<file path="src/pkg/ufc_defs.vh">
`ifndef UFC_DEFS_VH
`define UFC_DEFS_VH

// Register offsets on the plain register port
`define UFC_ADDR_DATA 3'h0
`define UFC_ADDR_FIFO_CONTROL 3'h1
`define UFC_ADDR_STATUS 3'h2
`define UFC_ADDR_INT_STATUS 3'h3
`define UFC_ADDR_INT_MASK 3'h4
`define UFC_ADDR_ALT_FUNCTION 3'h5

// fifo_control fields
`define UFC_FC_ENABLE 0
`define UFC_FC_RX_FLUSH 1
`define UFC_FC_TX_FLUSH 2
`define UFC_FC_DMA_MODE 3
`define UFC_FC_THR_LO 6
`define UFC_FC_THR_HI 7
`define UFC_FC_RESET 8'h00

// rx_threshold_sel encodings and levels
`define UFC_THR_SEL_1 2'h0
`define UFC_THR_SEL_4 2'h1
`define UFC_THR_SEL_8 2'h2
`define UFC_THR_SEL_14 2'h3
`define UFC_THR_LVL_1 5'h01
`define UFC_THR_LVL_4 5'h04
`define UFC_THR_LVL_8 5'h08
`define UFC_THR_LVL_14 5'h0E

// alt_function_select: bits 2:1 pick the multi_function_pin use
`define UFC_AF_SEL_LO 1
`define UFC_AF_SEL_HI 2
`define UFC_AF_RX_READY 2'h1
`define UFC_AF_RESET 8'h00

// Interrupt status / mask bits
`define UFC_IRQ_RX_THR 0
`define UFC_IRQ_RX_TIMEOUT 1
`define UFC_IRQ_TX_EMPTY 2
`define UFC_IRQ_RX_OVERRUN 3
`define UFC_IRQ_W 4
`define UFC_IRQ_MASK_RESET 4'h0

`endif

</file>
<file path="src/design/ufc_top.v">
// Local design decisions: the register offsets and the plain strobed port.
`include "ufc_defs.vh"
`default_nettype none
module ufc_top #(
    parameter DEPTH_LOG2 = 4,
    parameter WIDTH = 8
) (
    input wire clk,
    input wire reset,
    input wire [2:0] reg_addr,
    input wire [7:0] reg_wdata,
    input wire reg_wr,
    input wire reg_rd,
    output reg [7:0] reg_rdata_ff,
    input wire tx_pull,
    output reg [WIDTH-1:0] tx_char_ff,
    output reg tx_char_valid_ff,
    input wire rx_push,
    input wire [WIDTH-1:0] rx_char,
    input wire rx_timeout,
    output reg tx_space_avail_n_ff,
    output reg multi_function_pin_ff,
    output reg irq_ff
);
    localparam DEPTH = 1 << DEPTH_LOG2;
    localparam [DEPTH_LOG2:0] DEPTH_CNT = DEPTH;
    localparam [DEPTH_LOG2:0] ONE_CNT = 1;

    function [DEPTH_LOG2:0] thr_level;
        input [1:0] sel;
        begin
            case (sel)
                `UFC_THR_SEL_1: thr_level = `UFC_THR_LVL_1;
                `UFC_THR_SEL_4: thr_level = `UFC_THR_LVL_4;
                `UFC_THR_SEL_8: thr_level = `UFC_THR_LVL_8;
                `UFC_THR_SEL_14: thr_level = `UFC_THR_LVL_14;
                default: thr_level = `UFC_THR_LVL_1;
            endcase
        end
    endfunction

    reg [WIDTH-1:0] tx_mem [0:DEPTH-1];
    reg [WIDTH-1:0] rx_mem [0:DEPTH-1];
    reg [DEPTH_LOG2-1:0] tx_rd_ff, tx_wr_ff, rx_rd_ff, rx_wr_ff;
    reg [DEPTH_LOG2:0] tx_cnt_ff, rx_cnt_ff;
    reg [7:0] fc_ff;
    reg [7:0] af_ff;
    reg [`UFC_IRQ_W-1:0] int_stat_ff, int_mask_ff;
    reg rx_blk_ff;

    reg [7:0] nxt_fc;
    reg tx_flush, rx_flush;
    reg [DEPTH_LOG2:0] cap;
    reg tx_push, tx_pop, rx_push_ok, rx_pop;
    reg [DEPTH_LOG2:0] nxt_tx_cnt, nxt_rx_cnt;
    reg [`UFC_IRQ_W-1:0] ev, nxt_int_stat;
    reg nxt_rx_blk;
    reg [7:0] nxt_rdata;
    wire fifo_en = fc_ff[`UFC_FC_ENABLE];
    wire [DEPTH_LOG2:0] thr = thr_level(fc_ff[`UFC_FC_THR_HI:`UFC_FC_THR_LO]);
    wire fc_wr = reg_wr && (reg_addr == `UFC_ADDR_FIFO_CONTROL);

    always @* begin
        nxt_fc = fc_ff;
        tx_flush = 1'b0;
        rx_flush = 1'b0;
        if (fc_wr) begin
            if (reg_wdata[`UFC_FC_ENABLE]) begin
                // Flush bits never stored: they read back as zero
                nxt_fc = reg_wdata & 8'hC9;
                tx_flush = reg_wdata[`UFC_FC_TX_FLUSH];
                rx_flush = reg_wdata[`UFC_FC_RX_FLUSH];
            end else begin
                nxt_fc = fc_ff & 8'hFE;
            end
        end
    end

    always @* begin
        // With FIFOs off each side acts as a one-character holding register
        cap = fifo_en ? DEPTH_CNT : ONE_CNT;
        tx_push = reg_wr && (reg_addr == `UFC_ADDR_DATA) && (tx_cnt_ff < cap);
        tx_pop = tx_pull && (tx_cnt_ff != 0);
        rx_push_ok = rx_push && (rx_cnt_ff < cap);
        rx_pop = reg_rd && (reg_addr == `UFC_ADDR_DATA) && (rx_cnt_ff != 0);
        nxt_tx_cnt = tx_cnt_ff + {{DEPTH_LOG2{1'b0}}, tx_push} - {{DEPTH_LOG2{1'b0}}, tx_pop};
        nxt_rx_cnt = rx_cnt_ff + {{DEPTH_LOG2{1'b0}}, rx_push_ok} - {{DEPTH_LOG2{1'b0}}, rx_pop};
        if (tx_flush) begin
            nxt_tx_cnt = {(DEPTH_LOG2+1){1'b0}};
        end
        if (rx_flush) begin
            nxt_rx_cnt = {(DEPTH_LOG2+1){1'b0}};
        end
        ev = {`UFC_IRQ_W{1'b0}};
        ev[`UFC_IRQ_RX_THR] = rx_push_ok && !rx_flush && (nxt_rx_cnt == thr);
        ev[`UFC_IRQ_RX_TIMEOUT] = rx_timeout;
        ev[`UFC_IRQ_TX_EMPTY] = tx_pop && (nxt_tx_cnt == 0);
        ev[`UFC_IRQ_RX_OVERRUN] = rx_push && !rx_push_ok;
        nxt_int_stat = int_stat_ff;
        if (reg_rd && (reg_addr == `UFC_ADDR_INT_STATUS)) begin
            nxt_int_stat = {`UFC_IRQ_W{1'b0}};
        end
        // Set wins over the read-clear so no event is lost
        nxt_int_stat = nxt_int_stat | ev;
        // Block-mode rx ready: latched, released only on empty
        if (nxt_rx_cnt == 0) begin
            nxt_rx_blk = 1'b0;
        end else if ((nxt_rx_cnt >= thr) || rx_timeout) begin
            nxt_rx_blk = 1'b1;
        end else begin
            nxt_rx_blk = rx_blk_ff;
        end
    end

    always @* begin
        case (reg_addr)
            `UFC_ADDR_DATA: nxt_rdata = (rx_cnt_ff != 0) ? rx_mem[rx_rd_ff] : 8'h00;
            `UFC_ADDR_FIFO_CONTROL: nxt_rdata = fc_ff;
            `UFC_ADDR_STATUS: nxt_rdata = {tx_cnt_ff[3:0], rx_cnt_ff[3:0]};
            `UFC_ADDR_INT_STATUS: nxt_rdata = {4'h0, int_stat_ff};
            `UFC_ADDR_INT_MASK: nxt_rdata = {4'h0, int_mask_ff};
            `UFC_ADDR_ALT_FUNCTION: nxt_rdata = af_ff;
            default: nxt_rdata = 8'h00;
        endcase
    end

    // Storage has no reset; counters and pointers define validity
    always @(posedge clk) begin
        if (tx_push) begin
            tx_mem[tx_wr_ff] <= reg_wdata[WIDTH-1:0];
        end
        if (rx_push_ok) begin
            rx_mem[rx_wr_ff] <= rx_char;
        end
    end

    always @(posedge clk) begin
        if (reset) begin
            fc_ff <= `UFC_FC_RESET;
            af_ff <= `UFC_AF_RESET;
            int_mask_ff <= `UFC_IRQ_MASK_RESET;
            int_stat_ff <= {`UFC_IRQ_W{1'b0}};
            tx_rd_ff <= {DEPTH_LOG2{1'b0}};
            tx_wr_ff <= {DEPTH_LOG2{1'b0}};
            rx_rd_ff <= {DEPTH_LOG2{1'b0}};
            rx_wr_ff <= {DEPTH_LOG2{1'b0}};
            tx_cnt_ff <= {(DEPTH_LOG2+1){1'b0}};
            rx_cnt_ff <= {(DEPTH_LOG2+1){1'b0}};
            rx_blk_ff <= 1'b0;
            reg_rdata_ff <= 8'h00;
            tx_char_ff <= {WIDTH{1'b0}};
            tx_char_valid_ff <= 1'b0;
            tx_space_avail_n_ff <= 1'b0;
            multi_function_pin_ff <= 1'b1;
            irq_ff <= 1'b0;
        end else begin
            fc_ff <= nxt_fc;
            if (reg_wr && (reg_addr == `UFC_ADDR_ALT_FUNCTION)) begin
                af_ff <= reg_wdata;
            end
            if (reg_wr && (reg_addr == `UFC_ADDR_INT_MASK)) begin
                int_mask_ff <= reg_wdata[`UFC_IRQ_W-1:0];
            end
            int_stat_ff <= nxt_int_stat;
            irq_ff <= |(nxt_int_stat & int_mask_ff);
            reg_rdata_ff <= reg_rd ? nxt_rdata : 8'h00;
            tx_cnt_ff <= nxt_tx_cnt;
            rx_cnt_ff <= nxt_rx_cnt;
            // Flush resets pointers; the shift registers outside are untouched
            if (tx_flush) begin
                tx_rd_ff <= {DEPTH_LOG2{1'b0}};
                tx_wr_ff <= {DEPTH_LOG2{1'b0}};
            end else begin
                if (tx_push) begin
                    tx_wr_ff <= tx_wr_ff + 1'b1;
                end
                if (tx_pop) begin
                    tx_rd_ff <= tx_rd_ff + 1'b1;
                end
            end
            if (rx_flush) begin
                rx_rd_ff <= {DEPTH_LOG2{1'b0}};
                rx_wr_ff <= {DEPTH_LOG2{1'b0}};
            end else begin
                if (rx_push_ok) begin
                    rx_wr_ff <= rx_wr_ff + 1'b1;
                end
                if (rx_pop) begin
                    rx_rd_ff <= rx_rd_ff + 1'b1;
                end
            end
            tx_char_valid_ff <= tx_pop;
            if (tx_pop) begin
                tx_char_ff <= tx_mem[tx_rd_ff];
            end
            rx_blk_ff <= nxt_rx_blk;
            // Ready outputs follow the state after this edge's updates; pin routing uses alt_function_select as held before this edge
            if (nxt_fc[`UFC_FC_ENABLE] && nxt_fc[`UFC_FC_DMA_MODE]) begin
                tx_space_avail_n_ff <= (nxt_tx_cnt == DEPTH_CNT);
            end else begin
                tx_space_avail_n_ff <= (nxt_tx_cnt != 0);
            end
            // Pin idles high unless software routes rx ready to it
            if (af_ff[`UFC_AF_SEL_HI:`UFC_AF_SEL_LO] != `UFC_AF_RX_READY) begin
                multi_function_pin_ff <= 1'b1;
            end else if (nxt_fc[`UFC_FC_ENABLE] && nxt_fc[`UFC_FC_DMA_MODE]) begin
                multi_function_pin_ff <= !nxt_rx_blk;
            end else begin
                multi_function_pin_ff <= (nxt_rx_cnt == 0);
            end
        end
    end
endmodule
`default_nettype wire

</file>
<file path="config.mk">
export PLATFORM = sky130hd
export DESIGN_NAME = ufc_top
export DESIGN_NICKNAME = d
export VERILOG_FILES = /design/src/design/ufc_top.v
export VERILOG_INCLUDE_DIRS = /design/src /design/src/pkg
export SDC_FILE = /design/constraint.sdc
export NUM_CORES = 1
export LEC_CHECK = 0
export BUFFER_PORTS_ARGS = -buffer_cell sky130_fd_sc_hd__buf_2
export CAP_MARGIN = 10
export CORE_MARGIN = 3
export CORE_UTILIZATION = 39
export CTS_CLUSTER_SIZE = 16
export DETAILED_ROUTE_END_ITERATION = 8
export GPL_ROUTABILITY_DRIVEN = 0
export SYNTH_ARGS = -nofsm -noshare
export SYNTH_HDL_FRONTEND = slang
export SYNTH_SLANG_ARGS = --single-unit
</file>
<file path="constraint.sdc">
create_clock -name clk -period 11.4 [get_ports clk]
set_clock_uncertainty 0.1 [all_clocks]
set_input_delay 1.14 -clock clk [delete_from_list [all_inputs] [get_ports clk]]
set_output_delay 1.14 -clock clk [all_outputs]
set_load 0.005 [all_outputs]
</file>
==> impl_metrics.tcl <==
set metrics [dict create \
    syn_inst 847 \
    p_per_area_nw_per_um2 204 \
    area_growth_syn_to_layout_pct 14.6 \
    tns_ns 0 \
    r2r_setup_slack_ns 7.05 \
    path_clk_slew_ns 0.06 \
    min_to "tx_char_ff[4]$_SDFFE_PP0P_" \
    cts_hold_buf 0 \
    p_leak_nw 5.17 \
    final_max_slew_viol_count 0 \
    io_pins 46 \
    synth_area_um2 13500 \
    fin_area_um2 15400 \
    max_freq_mhz 230 \
    fin_crit_ns 4.35 \
    min_path_cells 1 \
    critical_path.reg2reg.endpoint "multi_function_pin_ff$_SDFF_PP1_" \
    avgSynthCellArea_um2 15.9 \
    path_class "flop to flop" \
    rows 67 \
    dp_hpwl_um 18400 \
    numClockSinks 327 \
    rsz0062_at_grt "no" \
    ys_ff_latch 327 \
    worstMarginPinSlew_ns 1.13 \
    grt_overflow_total 0 \
    drtAntennaViolNets 0 \
    p_total_mw 3.14 \
    drc_errors 0 \
    clock_path_buffers 3 \
    cp-start-kind "flop" \
    drv_cap 0 \
    syn-num-nets 907 \
    ys_types 63 \
    cts_tree "yes" \
    path_max_fanout 11 \
    fp.dieW_um 192 \
    hold_path_class "flop to flop" \
    synth_flop_cell "edfxtp_1" \
    grt_start_max_net_pins 34 \
    hold_violations 0 \
    clk_latency_ns 0.52 \
    hp-start "tx_char_ff[4]$_SDFFE_PP0P_" \
    finalSetupViolCount 0 \
    end_kind "flop" \
    cts_resized 0 \
    drt_wl_total_um 28900 \
    initial_core_util_pct 39.9 \
    fin_crit_sh_pct 38.1 \
    yosysSeqAreaShare_pct 67.6 \
    final_nets 961 \
    grt_antenna_before_repair 0 \
    wire_per_inst_um 21.0 \
    die_h_um 192 \
    yosysWarnings 0 \
    post_cts_buffers 0 \
    relSlewSlack_pct 24.3 \
    antennaDiodeCount 0 \
    htree_num_levels 2 \
    coreArea_um2 33800 \
    rr_startpoint "fc_ff[0]$_SDFF_PP0_" \
    r2r_cells 18 \
    outcome "complete, no violations" \
    vias_per_cell 5.28 \
    io_buffers 45 \
    whs_ns 0.354 \
    placed_area_um2 14200 \
    cts-buffers-inserted 36 \
    vias 7264 \
    cp_data_arrival_time_ns 4.70 \
    dieArea_um2 36800 \
    drtPass1Iterations 5 \
    grt_util_all_layers_pct 16.0 \
    synthArstFlopShare_pct 0 \
    layout-drive-gt1-share_pct 20.5 \
    drt-initial-drc-count 584 \
    cp.required_ns 11.76 \
    grt_pass1_vias 7455 \
    synth_edf_count 256 \
    ir_drop_mv 0.133 \
    grt_pass1_wl_um 44800 \
    clk_root_buffer_cell "clkbuf_16" \
]
[final cells by class]
type	count	area [um^2]
flip-flops and latches	327	9110
fillers	2964	18400
clock inverters	17	249
well taps	448	561
repair buffers	59	330
inverters	30	113
multi-input cells	447	4040
clock buffers	49	1030
[worst max-delay path: stages, from the launching register on]
cell       delay (ns)
dfxtp_1          0.40
inv_1            0.11
ha_1             0.33
o211a_1          0.15
a2111oi_2        0.34
buf_4            0.25
inv_1            0.06
ha_1             0.27
inv_1            0.03
ha_1             0.20
fa_1             0.43
xor2_1           0.25
nor2_1           0.07
ha_1             0.32
a21oi_1          0.13
o21ai_0          0.10
a2111oi_0        0.41
o21a_1           0.21
a2111o_1         0.13
[metal layers]
layer  part of all wire, %  wire (um)  track usage [%]
met1                    44      12800             21.8
met2                    48      14000             26.4
met3                   5.1       1480             3.05
met4                   2.1        618             4.49
met5                     0          0                0
[state kept, by name, indices dropped and copies added (netlist names), 5 cells and up, named ones only]
| signal | flops |
|---|---|
| tx_mem | 128 |
| af_ff | 8 |
| rx_mem | 128 |
| reg_rdata_ff | 8 |
| tx_cnt_ff | 5 |
| tx_char_ff | 8 |
| rx_cnt_ff | 5 |
[stage by stage]
stage               instances  utilization, %  worst slack [ns]
global route             1377            45.7              6.68
detailed placement       1311            41.9              6.64
global placement         1311            41.9              6.69
finish                   1377            45.7              7.05
CTS                      1377            45.7              7.05
floorplan                 847               -              7.11
[synthesized netlist by cell type (7+ instances only)]
cell      number  area (um^2)
edfxtp_1     256         7690
nor2_1        74          278
dfxtp_1       71         1420
mux4_2        56         1260
nand2_1       49          184
ha_1          32          400
inv_1         30          113
mux2i_1       30          300
a21oi_1       27          135
clkbuf_1      18         67.6
buf_2         13         65.1
nor2b_1       12         75.1
xor2_1        12          105
a21o_1        11         82.6
nand2b_1      11         68.8
o22ai_1       11         68.8
nand3_1       10         50.1
nor3_1         8         40.0
o21ai_0        8         40.0
and3_1         7         43.8
xnor2_1        7         61.3
[power by group]
part	switching (mW)	internal (mW)	total, mW	leakage [nW]
Clock	0.466	0.755	1.22	0.619
Combinational	0.306	0.241	0.547	1.66
Sequential	0.0353	1.34	1.38	2.88
Total	0.807	2.34	3.14	5.17
[logic make-up after synthesis]
| family | after synthesis | share of synthesized area (%) |
|---|---|---|
| flip-flops | 327 | 67.6 |
| AND/OR/NAND/NOR | 196 | 6.98 |
| AO/OA/AOI/OAI | 100 | 5.15 |
| multiplexers | 98 | 13.3 |
| buffers and inverters | 73 | 2.47 |
| adder cells (fa/ha/maj) | 34 | 3.27 |
| XOR/XNOR | 19 | 1.24 |
[how the worst max path moves through the flow]
stage	start	to	slack, ns	depth (start not counted)
2_1_floorplan	reg_addr[1]	multi_function_pin_ff$_SDFF_PP1_	7.11	16
3_3_place_gp	reg_addr[2]	multi_function_pin_ff$_SDFF_PP1_	6.69	16
3_5_place_dp	reg_addr[2]	multi_function_pin_ff$_SDFF_PP1_	6.64	16
4_1_cts	fc_ff[0]$_SDFF_PP0_	multi_function_pin_ff$_SDFF_PP1_	7.05	18
5_1_grt	fc_ff[0]$_SDFF_PP0_	multi_function_pin_ff$_SDFF_PP1_	6.68	18
6_report	fc_ff[0]$_SDFF_PP0_	multi_function_pin_ff$_SDFF_PP1_	7.05	18
[layout by cell type (no fill, tap or decap), types with 7 or more instances in the layout]
cell type	synthesis	routed
clkbuf_16	0	37
xor2_1	12	12
mux4_2	56	56
dfxtp_1	71	69
nand2_1	49	49
edfxtp_1	256	256
o22ai_1	11	11
buf_4	1	14
and3_1	7	7
mux2i_1	30	30
nand3_1	10	10
xnor2_1	7	7
nor2b_1	12	12
o21ai_0	8	8
inv_1	30	30
buf_2	13	45
ha_1	32	32
nor2_1	74	74
a21o_1	11	11
nand2b_1	11	11
a21oi_1	27	27
Power figures use the tool's default switching activity.
